**config.mk**
```make
export PLATFORM = sky130hd
export DESIGN_NAME = pipe_core
export DESIGN_NICKNAME = d
export VERILOG_FILES = /design/src/pipe_core.v
export VERILOG_INCLUDE_DIRS = /design/src /design/src/inc
export SDC_FILE = /design/constraint.sdc
export NUM_CORES = 2
export LEC_CHECK = 0
export BUFFER_PORTS_ARGS = -buffer_cell sky130_fd_sc_hd__buf_2
export CORE_ASPECT_RATIO = 1.2
export CORE_MARGIN = 10
export CORE_UTILIZATION = 42
export CTS_CLUSTER_SIZE = 10
export DETAILED_ROUTE_END_ITERATION = 6
export PLACE_DENSITY = 0.63
export SLEW_MARGIN = 10
export SYNTH_ARGS = -nofsm -noshare
export SYNTH_HDL_FRONTEND = slang
export SYNTH_SLANG_ARGS = --single-unit
export TNS_END_PERCENT = 30
```
**constraint.sdc**
```tcl
create_clock -name i_clk_sys -period 6.1 [get_ports i_clk_sys]
set_clock_uncertainty 0.05 [all_clocks]
set_input_delay 0.61 -clock i_clk_sys [delete_from_list [all_inputs] [get_ports i_clk_sys]]
set_output_delay 0.61 -clock i_clk_sys [all_outputs]
set_load 0.03 [all_outputs]
```
**src/inc/pipe_defs.vh**
```
`ifndef PIPE_DEFS_VH
`define PIPE_DEFS_VH

// instruction fields
`define F_OP        31:26
`define F_RS        25:21
`define F_RT        20:16
`define F_RD        15:11
`define F_FN        5:0
`define F_IMM       15:0
`define IMM_SIGN    15
`define IMM_EXT     16
`define WORD_SHIFT  2

// opcodes
`define OP_ALU      6'h00
`define OP_ADDI     6'h01
`define OP_LOAD     6'h02
`define OP_STORE    6'h03
`define OP_BEQ      6'h04
`define OP_BNE      6'h05
`define OP_BLTZ     6'h06
`define OP_BGEZ     6'h07

// function codes of register-register operations
`define FN_ADD      6'h00
`define FN_SUB      6'h01
`define FN_AND      6'h02
`define FN_OR       6'h03

// register file and addressing
`define GPR_COUNT   32
`define GPR_ZERO    5'h00
`define WORD_ZERO   32'h00000000
`define RESET_PC    32'h00000000
`define PC_STEP     32'h00000004
`define NOP_WORD    32'h00000000
`define SIGN_BIT    31

`endif

```
**src/pipe_core.v**
```verilog
// Overview of operation
// - five stages (fetch, decode, execute, memory, writeback) take one new instruction per cycle.
// - thirty-two general registers hold the integer operands, register zero reading as zero.
// - the shared address and data bus has two phases in every processor cycle; the data phase transfers only for a load or store.
// - the first half-cycle serves the instruction cache and the second the data cache.
// - each branch has one delay slot, filled by the instruction right after it.
// - a private adder forms the branch target in decode, beside the decoder.
// - a private comparator settles equal, not-equal and sign-against-zero tests in decode.
// - a load forms its address in execute and ends its data-cache access in memory stage.
// - a store uses one data-phase transfer and never holds the pipeline.
// - the delay-slot instruction always executes, branch taken or not.
`timescale 1ns/1ps
`include "pipe_defs.vh"
`default_nettype none

module pipe_core (
    // clock, reset, enable
    input  wire        i_clk_sys,
    input  wire        i_rst,
    input  wire        i_ce,
    // cache bus, two phases per processor cycle
    output reg  [31:0] o_bus_addr,
    output reg         o_bus_data_phase,
    output reg         o_bus_rd,
    output reg         o_bus_wr,
    output reg  [31:0] o_bus_wdata,
    input  wire [31:0] i_bus_rdata,
    // register writeback view
    output reg         o_wb_en,
    output reg  [4:0]  o_wb_reg,
    output reg  [31:0] o_wb_data
);

    localparam [1:0] ST_INSN = 2'b01;
    localparam [1:0] ST_DATA = 2'b10;

    function [31:0] sext;
        input [15:0] imm;
        begin
            sext = {{`IMM_EXT{imm[`IMM_SIGN]}}, imm};
        end
    endfunction

    // newest producer wins; a load still in memory stage is never offered
    function [31:0] fwd;
        input [4:0]  idx;
        input        a_en;
        input [4:0]  a_reg;
        input [31:0] a_val;
        input        b_en;
        input [4:0]  b_reg;
        input [31:0] b_val;
        input [31:0] base;
        begin
            if (idx == `GPR_ZERO)
                fwd = `WORD_ZERO;
            else if (a_en && a_reg == idx)
                fwd = a_val;
            else if (b_en && b_reg == idx)
                fwd = b_val;
            else
                fwd = base;
        end
    endfunction

    reg [1:0]  state_reg;
    reg [31:0] pc_reg;
    reg [31:0] fetch_ir_reg;
    reg [31:0] gpr [0:`GPR_COUNT-1];

    reg [31:0] if_id_ir;
    reg [31:0] if_id_pc;

    reg        id_ex_wen;
    reg [4:0]  id_ex_dest;
    reg        id_ex_load;
    reg        id_ex_store;
    reg        id_ex_use_imm;
    reg [5:0]  id_ex_fn;
    reg [4:0]  id_ex_rs;
    reg [4:0]  id_ex_rt;
    reg [31:0] id_ex_a;
    reg [31:0] id_ex_b;
    reg [31:0] id_ex_imm;

    reg        ex_mem_wen;
    reg [4:0]  ex_mem_dest;
    reg        ex_mem_load;
    reg        ex_mem_store;
    reg [31:0] ex_mem_res;
    reg [31:0] ex_mem_sdata;

    reg        mem_wb_wen;
    reg [4:0]  mem_wb_dest;
    reg [31:0] mem_wb_val;

    // decode stage
    wire [5:0]  id_op  = if_id_ir[`F_OP];
    wire [4:0]  id_rs  = if_id_ir[`F_RS];
    wire [4:0]  id_rt  = if_id_ir[`F_RT];
    wire [31:0] id_imm = sext(if_id_ir[`F_IMM]);
    wire        ex_fwd_en = ex_mem_wen & ~ex_mem_load;
    wire [31:0] id_a = fwd(id_rs, ex_fwd_en, ex_mem_dest, ex_mem_res,
                           mem_wb_wen, mem_wb_dest, mem_wb_val, gpr[id_rs]);
    wire [31:0] id_b = fwd(id_rt, ex_fwd_en, ex_mem_dest, ex_mem_res,
                           mem_wb_wen, mem_wb_dest, mem_wb_val, gpr[id_rt]);
    wire        id_alu = (id_op == `OP_ALU);
    wire        id_wen = id_alu | (id_op == `OP_ADDI) | (id_op == `OP_LOAD);
    wire [4:0]  id_dest = id_alu ? if_id_ir[`F_RD] : id_rt;

    wire [31:0] br_target = if_id_pc + `PC_STEP + (id_imm << `WORD_SHIFT);

    reg br_taken;
    always @* begin
        case (id_op)
            `OP_BEQ:  br_taken = (id_a == id_b);
            `OP_BNE:  br_taken = (id_a != id_b);
            `OP_BLTZ: br_taken = id_a[`SIGN_BIT];
            `OP_BGEZ: br_taken = ~id_a[`SIGN_BIT];
            default:  br_taken = 1'b0;
        endcase
    end

    wire [31:0] pc_next = br_taken ? br_target : pc_reg + `PC_STEP;

    // execute stage
    // no load interlock
    wire [31:0] ex_a = fwd(id_ex_rs, ex_fwd_en, ex_mem_dest, ex_mem_res,
                           mem_wb_wen, mem_wb_dest, mem_wb_val, id_ex_a);
    wire [31:0] ex_b = fwd(id_ex_rt, ex_fwd_en, ex_mem_dest, ex_mem_res,
                           mem_wb_wen, mem_wb_dest, mem_wb_val, id_ex_b);
    wire [31:0] ex_opnd = id_ex_use_imm ? id_ex_imm : ex_b;
    reg  [31:0] ex_res;
    always @* begin
        case (id_ex_fn)
            `FN_SUB: ex_res = ex_a - ex_opnd;
            `FN_AND: ex_res = ex_a & ex_opnd;
            `FN_OR:  ex_res = ex_a | ex_opnd;
            default: ex_res = ex_a + ex_opnd;
        endcase
    end

    always @(posedge i_clk_sys) begin
        if (i_rst) begin
            state_reg        <= ST_INSN;
            pc_reg           <= `RESET_PC;
            fetch_ir_reg     <= `NOP_WORD;
            if_id_ir         <= `NOP_WORD;
            if_id_pc         <= `RESET_PC;
            id_ex_wen        <= 1'b0;
            id_ex_dest       <= `GPR_ZERO;
            id_ex_load       <= 1'b0;
            id_ex_store      <= 1'b0;
            id_ex_use_imm    <= 1'b0;
            id_ex_fn         <= `FN_ADD;
            id_ex_rs         <= `GPR_ZERO;
            id_ex_rt         <= `GPR_ZERO;
            id_ex_a          <= `WORD_ZERO;
            id_ex_b          <= `WORD_ZERO;
            id_ex_imm        <= `WORD_ZERO;
            ex_mem_wen       <= 1'b0;
            ex_mem_dest      <= `GPR_ZERO;
            ex_mem_load      <= 1'b0;
            ex_mem_store     <= 1'b0;
            ex_mem_res       <= `WORD_ZERO;
            ex_mem_sdata     <= `WORD_ZERO;
            mem_wb_wen       <= 1'b0;
            mem_wb_dest      <= `GPR_ZERO;
            mem_wb_val       <= `WORD_ZERO;
            o_bus_addr       <= `RESET_PC;
            o_bus_data_phase <= 1'b0;
            o_bus_rd         <= 1'b1;
            o_bus_wr         <= 1'b0;
            o_bus_wdata      <= `WORD_ZERO;
            o_wb_en          <= 1'b0;
            o_wb_reg         <= `GPR_ZERO;
            o_wb_data        <= `WORD_ZERO;
        end else if (i_ce) begin
            case (state_reg)
                ST_INSN: begin
                    fetch_ir_reg     <= i_bus_rdata;
                    state_reg        <= ST_DATA;
                    o_bus_addr       <= ex_mem_res;
                    o_bus_data_phase <= 1'b1;
                    o_bus_rd         <= ex_mem_load;
                    o_bus_wr         <= ex_mem_store;
                    o_bus_wdata      <= ex_mem_sdata;
                end
                ST_DATA: begin
                    state_reg        <= ST_INSN;
                    pc_reg           <= pc_next;
                    if_id_ir         <= fetch_ir_reg;
                    if_id_pc         <= pc_reg;
                    id_ex_wen        <= id_wen;
                    id_ex_dest       <= id_dest;
                    id_ex_load       <= (id_op == `OP_LOAD);
                    id_ex_store      <= (id_op == `OP_STORE);
                    id_ex_use_imm    <= ~id_alu;
                    id_ex_fn         <= id_alu ? if_id_ir[`F_FN] : `FN_ADD;
                    id_ex_rs         <= id_rs;
                    id_ex_rt         <= id_rt;
                    id_ex_a          <= id_a;
                    id_ex_b          <= id_b;
                    id_ex_imm        <= id_imm;
                    ex_mem_wen       <= id_ex_wen;
                    ex_mem_dest      <= id_ex_dest;
                    ex_mem_load      <= id_ex_load;
                    ex_mem_store     <= id_ex_store;
                    ex_mem_res       <= ex_res;
                    ex_mem_sdata     <= ex_b;
                    // load data at end of memory stage
                    mem_wb_wen       <= ex_mem_wen;
                    mem_wb_dest      <= ex_mem_dest;
                    mem_wb_val       <= ex_mem_load ? i_bus_rdata : ex_mem_res;
                    o_bus_addr       <= pc_next;
                    o_bus_data_phase <= 1'b0;
                    o_bus_rd         <= 1'b1;
                    o_bus_wr         <= 1'b0;
                    o_wb_en          <= mem_wb_wen && (mem_wb_dest != `GPR_ZERO);
                    o_wb_reg         <= mem_wb_dest;
                    o_wb_data        <= mem_wb_val;
                end
                default: begin
                    state_reg <= ST_INSN;
                end
            endcase
        end
    end

    // register file write
    // storage has no reset; register zero is masked on read instead
    always @(posedge i_clk_sys) begin
        if (!i_rst && i_ce && state_reg == ST_DATA && mem_wb_wen
            && mem_wb_dest != `GPR_ZERO) begin
            gpr[mem_wb_dest] <= mem_wb_val;
        end
    end

endmodule // pipe_core

`default_nettype wire

```
# After elaboration in Yosys (flattened, before gate mapping)
# Memory sizes are Yosys's and may differ from the RTL's. A register that Yosys moved wholly into a read port is not among the register bits.
# Cells that the tools add are included.
# op_classes
eq_ne	22
addsub	5
mux	30
bitwise_logic	8
reduce_logical	24
# ops
operator	count
2-to-1 mux 32 bit	15
case mux 32 bit (3 select lines)	1
adder 32 x 3 -> 32 bit (second input constant)	2
adder 32 bit	2
case mux 32 bit (2 select lines)	1
== test 5 bit	8
bitwise AND 32 bit	1
== test 32 bit	1
inequality test 32 bit	1
OR 32 bit	1
subtractor 32 bit	1
2-to-1 mux 5 bit	5
== test 6 x 2 -> 1 bit (second input constant)	4
== test 6 x 3 -> 1 bit (second input constant)	4
logical NOT 5 bit	4
logical AND 1 bit	13
== test 6 x 1 -> 1 bit (second input constant)	2
logical NOT 6 bit	1
2-to-1 mux 6 bit	1
case mux 1 bit (2 select lines)	3
AND reduction 2 bit	3
nonzero test 5 bit	1
case mux 1 bit (4 select lines)	1
inverter 1 bit	3
8 further kinds	10
# word_totals
wordCells	123
ram_bits	1024
input_bits	35
out_inout_bits	105
reg_bits	450
n_memories	1
# memory_table
memory	depth	word_bits	read_ports	rd_clocked_by_memory_dff	wr	line_no	rtl
gpr	32	32	2	2	1	pipe_core.v:69	reg [31:0] gpr [0:`GPR_COUNT-1];

# Depth between registers and ports, before layout
# depth
word_depth	9
ltp_mapped	30
depth_no_buf	25

# Worst setup path before layout
# Ideal clock, no wire load.
# synth_timing
path_type	flip-flop to flip-flop
start	register ex_mem_dest[1]
end	register ex_mem_res[31]
setup_ns	0.134
period_less_slack_ns	5.711
arrival_ns	5.527
t_required_ns	5.916
stages_incl_launch_ff	30
n_path_buf	7
path_slack_ns	0.389
path_cell_list	dfxtp_1 -> buf_2 -> inv_1 -> o221ai_1 -> or3_1 -> clkbuf_1 -> clkbuf_1 -> clkbuf_1 -> buf_1 -> buf_1 -> a21oi_1 -> a21oi_1 -> nand2_1 -> nor3_1 -> and2_1 -> nor2_1 -> xor2_1 -> ha_1 -> clkbuf_1 -> a21o_1 -> a21oi_1 -> o21ai_0 -> a21oi_1 -> o21ai_0 -> a311oi_1 -> o21ai_0 -> xnor2_1 -> and3_1 -> a211oi_1 -> a211oi_1
# synth_via
elab_chain_len	7
word_cells_on_any_way	14
classes_between	2 x add/sub; 2 x eq/ne; 6 x mux; 2 x bitwise; 2 x reduce/logical
# synth_lines
item	line_no	rtl
start: declaration	pipe_core.v:87	reg [4:0] ex_mem_dest;
start signal: assignment	pipe_core.v:162	ex_mem_dest <= `GPR_ZERO;
start signal: assignment	pipe_core.v:206	ex_mem_dest <= id_ex_dest;
== test 5 bit	pipe_core.v:57	else if (a_en && a_reg == idx)
logical AND 1 bit	pipe_core.v:57	
2-to-1 mux 32 bit	pipe_core.v:57	
2-to-1 mux 32 bit	pipe_core.v:55	if (idx == `GPR_ZERO)
2-to-1 mux 32 bit	pipe_core.v:132	wire [31:0] ex_opnd = id_ex_use_imm ? id_ex_imm : ex_b;
adder 32 bit (tied with other cells)	pipe_core.v:139	default: ex_res = ex_a + ex_opnd;
case mux 32 bit (3 select lines) (*)	pipe_core.v:135	case (id_ex_fn)
end signal: assignment	pipe_core.v:165	ex_mem_res <= `WORD_ZERO;
end signal: assignment	pipe_core.v:209	ex_mem_res <= ex_res;
end: declaration	pipe_core.v:90	reg [31:0] ex_mem_res;
# Every way passes the cells marked *; elsewhere a longest branch is shown, timed or not.
# A chain may end at the register's enable or synchronous reset.

==> flow_metrics.py <==
metrics = {
    "sta": {
        "drv_slew": 0,
        "fmax_mhz": 165,
        "timing.final.ws_setup_ns": 0.0210,
        "report.final.setup_viol": 0,
        "worst_slew_pin_slew_ns": 1.26,
        "period_needed_ns": 6.08,
        "finalHoldViolCount": 0,
        "fin_tns_setup_ns": 0,
        "fin_crit_sh_pct": 99.7,
        "max-slew-margin-rel_pct": 15.4,
        "rsz0062_at_grt": "false",
    },
    "min_path": {
        "worstHoldEndpoint": "fetch_ir_reg[25]$_SDFFE_PP0P_",
        "hold_path_depth": 3,
        "hp-class": "primary input to flip-flop",
        "min_from": "i_bus_rdata[25]",
    },
    "logic_synthesis": {
        "synth_area_leaders": "edfxtp_1, mux4_2, dfxtp_1",
        "post_synth.cell_area_avg_sq_um": 12.8,
        "synthesis.area_sq_mm": 0.0732,
        "synth-main-ff-cell": "edfxtp_1",
        "synth_top_area_share_pct": 42.0,
        "ys_warn_count": 0,
        "synth-edff-count": 1024,
        "synth_common_cells": "edfxtp_1, nand2_1, mux4_2",
        "synth_top_area_cell": "edfxtp_1",
        "ys_ff_latch": 1484,
        "async_flop_share_pct": 0,
        "syn_inst": 5730,
        "synth_seq_area_share_pct": 54.6,
        "synth_cell_types": 82,
        "synth.most_common_cell": "edfxtp_1",
    },
    "cells_and_area": {
        "final_util_pct": 48.1,
        "nNetsFinal": 6132,
        "area_growth_pct": 13.7,
        "largest_register": "gpr",
        "fillers": 14881,
        "drive_gt1_share_pct": 21.5,
        "design_area_sq_mm": 0.0831,
        "largest_reg_flops": 1024,
    },
    "worst_setup_path": {
        "critPathLaunchType": "flip-flop",
        "critPathArrivalTime_ns": 6.69,
        "cp_slowest_stage_delay_ns": 0.88,
        "crit_family": "simple AND/OR/NAND/NOR gates",
        "r2r_cells": 15,
        "critical_path.slowest_cell": "nor2_2",
        "cp_common_cell": "xnor2_1",
        "crit_required_ns": 6.71,
        "worst-path-buf-inv": 2,
        "crit_chain": "nor2_2, nand2_1, o22a_1, o21ai_0, o32ai_1, xnor2_1, nand3_1, or4_1, o41ai_2, buf_4, xnor2_1, nand3_4, buf_12, o21ai_1, a211oi_1",
        "r2r_setup_slack_ns": 0.02,
        "cp_max_fo": 33,
        "critPathKind": "flip-flop to flip-flop",
        "crit_path_end_kind": "flip-flop",
        "rr_endpoint": "pc_reg[26]$_SDFFE_PP0P_",
    },
    "clock_tree": {
        "path_clk_slew_ns": 0.06,
        "clk_latency_ns": 0.84,
        "cts.sinks": 1484,
        "cts_tree": "yes",
        "cts.path.max_buffers": 3,
        "cts_made_buffers": 170,
        "root_buffer": "clkbuf_16",
        "htreeDepth": 4,
    },
    "route": {
        "drc_errors": 0,
        "wl_per_cell_um": 32.3,
        "vias": 53803,
        "dr.first_iter.drc_count": 6992,
        "drt-pass1-iter-count": 6,
        "routed_via_density": 6.44,
        "ant_nets": 0,
        "wl_um": 270000,
    },
    "floorplan": {
        "die_y_um": 477,
        "ios": 140,
        "num_rows": 167,
        "core_area_sq_mm": 0.173,
        "initial_core_util_pct": 42.3,
        "die_w_um": 401,
        "dieArea_sq_mm": 0.191,
    },
    "global_routing": {
        "grt_use_total_pct": 27.3,
        "first_global_vias": 51912,
        "grt_max_degree": 88,
        "grt_pass1_wl_um": 383000,
        "overflow": 0,
        "grt_antenna_before_repair": 19,
    },
    "pwr": {
        "leakagePower_nw": 26.1,
        "cellPowerDensity_mw_per_mm2": 248,
        "ir_worst_vdd_mv": 0.205,
        "power_mw": 20.6,
    },
    "placement": {
        "hpwl_um": 183000,
        "dpl_cell_area_sq_mm": 0.0782,
        "port_buffers": 139,
        "gp_congestion": 0.996,
        "pre_cts_slack_ns": 0.325,
    },
    "status": {
        "status": "finished clean",
    },
    "flow_run": {
        "cap_violations": 0,
    },
}
worst register-to-register path: cells and delay by family, from the launching register on:
family	cells	cell delay, ns
AOI/OAI and AO/OA	6	1.88
buffers and inverters	2	0.46
xor gates and xnor gates	2	0.81
DFF	1	0.41
and+or+nand+nor	5	2.30
cell type report:
cell class	instances	area, sq um	area share, %
diodes	9	22.5	0.0271
clock buffers	217	4570	5.49
clock inverters	17	220	0.265
inverters	83	312	0.375
multi-input cells	3747	31300	37.6
flip-flops and latches	1484	40000	48.1
well taps	2281	2850	3.43
repair buffers	515	3940	4.73
metrics by stage:
step           std cells  hold WS [ns]
3_3_place_gp        8097         0.386
4_1_cts             8344      0.000291
5_1_grt             8344        0.0426
3_5_place_dp        8097         0.391
2_1_floorplan       5761         0.381
6_report            8353        0.0488
how the worst max path moves through the flow:
stage / start / to / slack, ns / cells after the start
global route: ex_mem_wen$_SDFFE_PP0P_ / ex_mem_res[31]$_SDFFE_PP0P_ / 0.03 / 25
detailed placement: ex_mem_wen$_SDFFE_PP0P_ / ex_mem_res[31]$_SDFFE_PP0P_ / 0.33 / 24
global placement: id_ex_rt[4]$_SDFFE_PP0P_ / ex_mem_res[31]$_SDFFE_PP0P_ / 0.21 / 23
finish: flip-flop / pc_reg[26]$_SDFFE_PP0P_ / 0.02 / 15
floorplan: ex_mem_dest[1]$_SDFFE_PP0P_ / ex_mem_res[31]$_SDFFE_PP0P_ / 0.39 / 29
CTS: flip-flop / o_bus_addr[27]$_SDFFE_PP0P_ / 0.29 / 17
placed cells by master, fill, tap and decap left out, drive strengths merged, types with 26 or more instances in the layout:
cell type  Yosys  routed
inv           83      88
a31oi         39      39
o221ai        27      27
conb           1      32
o21ai        125     125
buf          182     502
mux2i        217     217
nor2         403     403
o22ai         66      66
mux4         503     503
o32ai         27      27
nor3          99      99
nor4          26      26
and3          29      29
dfxtp        460     460
a211oi       102     102
xor2          74      74
maj3          29      29
nor3b         41      41
nand3         92      92
edfxtp      1024    1024
a22oi         97      97
a21oi        414     414
xnor2        104     104
nand2        709     709
clkbuf       265     217
ha            94      94
power by group:
part	internal (mW)	switching, mW
Clock	5.20	4.07
Sequential	10.7	0.0543
Combinational	0.174	0.415
Total	16.1	4.54
routing by layer:
metal,part of all wire (%),track usage [%],routed length (um)
met1,36,33.6,95900
met2,47,43.9,126000
met3,11,5.98,28900
met4,7.0,16.3,19000
met5,0.036,0,97
cells by family after synthesis:
family                     Yosys count  synth area share (%)
muxes                              740                  18.8
AOI/OAI and AO/OA                 1107                  9.74
DFF                               1484                  54.6
buffers and inverters              530                  3.22
xor gates and xnor gates           178                  2.13
adders and majority gates          125                  2.06
other                                1               0.00513
and+or+nand+nor                   1565                  9.47
what timing repair did:
action | in CTS | in global routing
setup buffers | 0 | 0
resized for setup | 0 | 4
endpoints found under the hold margin | 13 | 0
setup endpoints to repair | 0 | 1
hold buffers | 13 | 0
(Power assumes the default switching activity.)
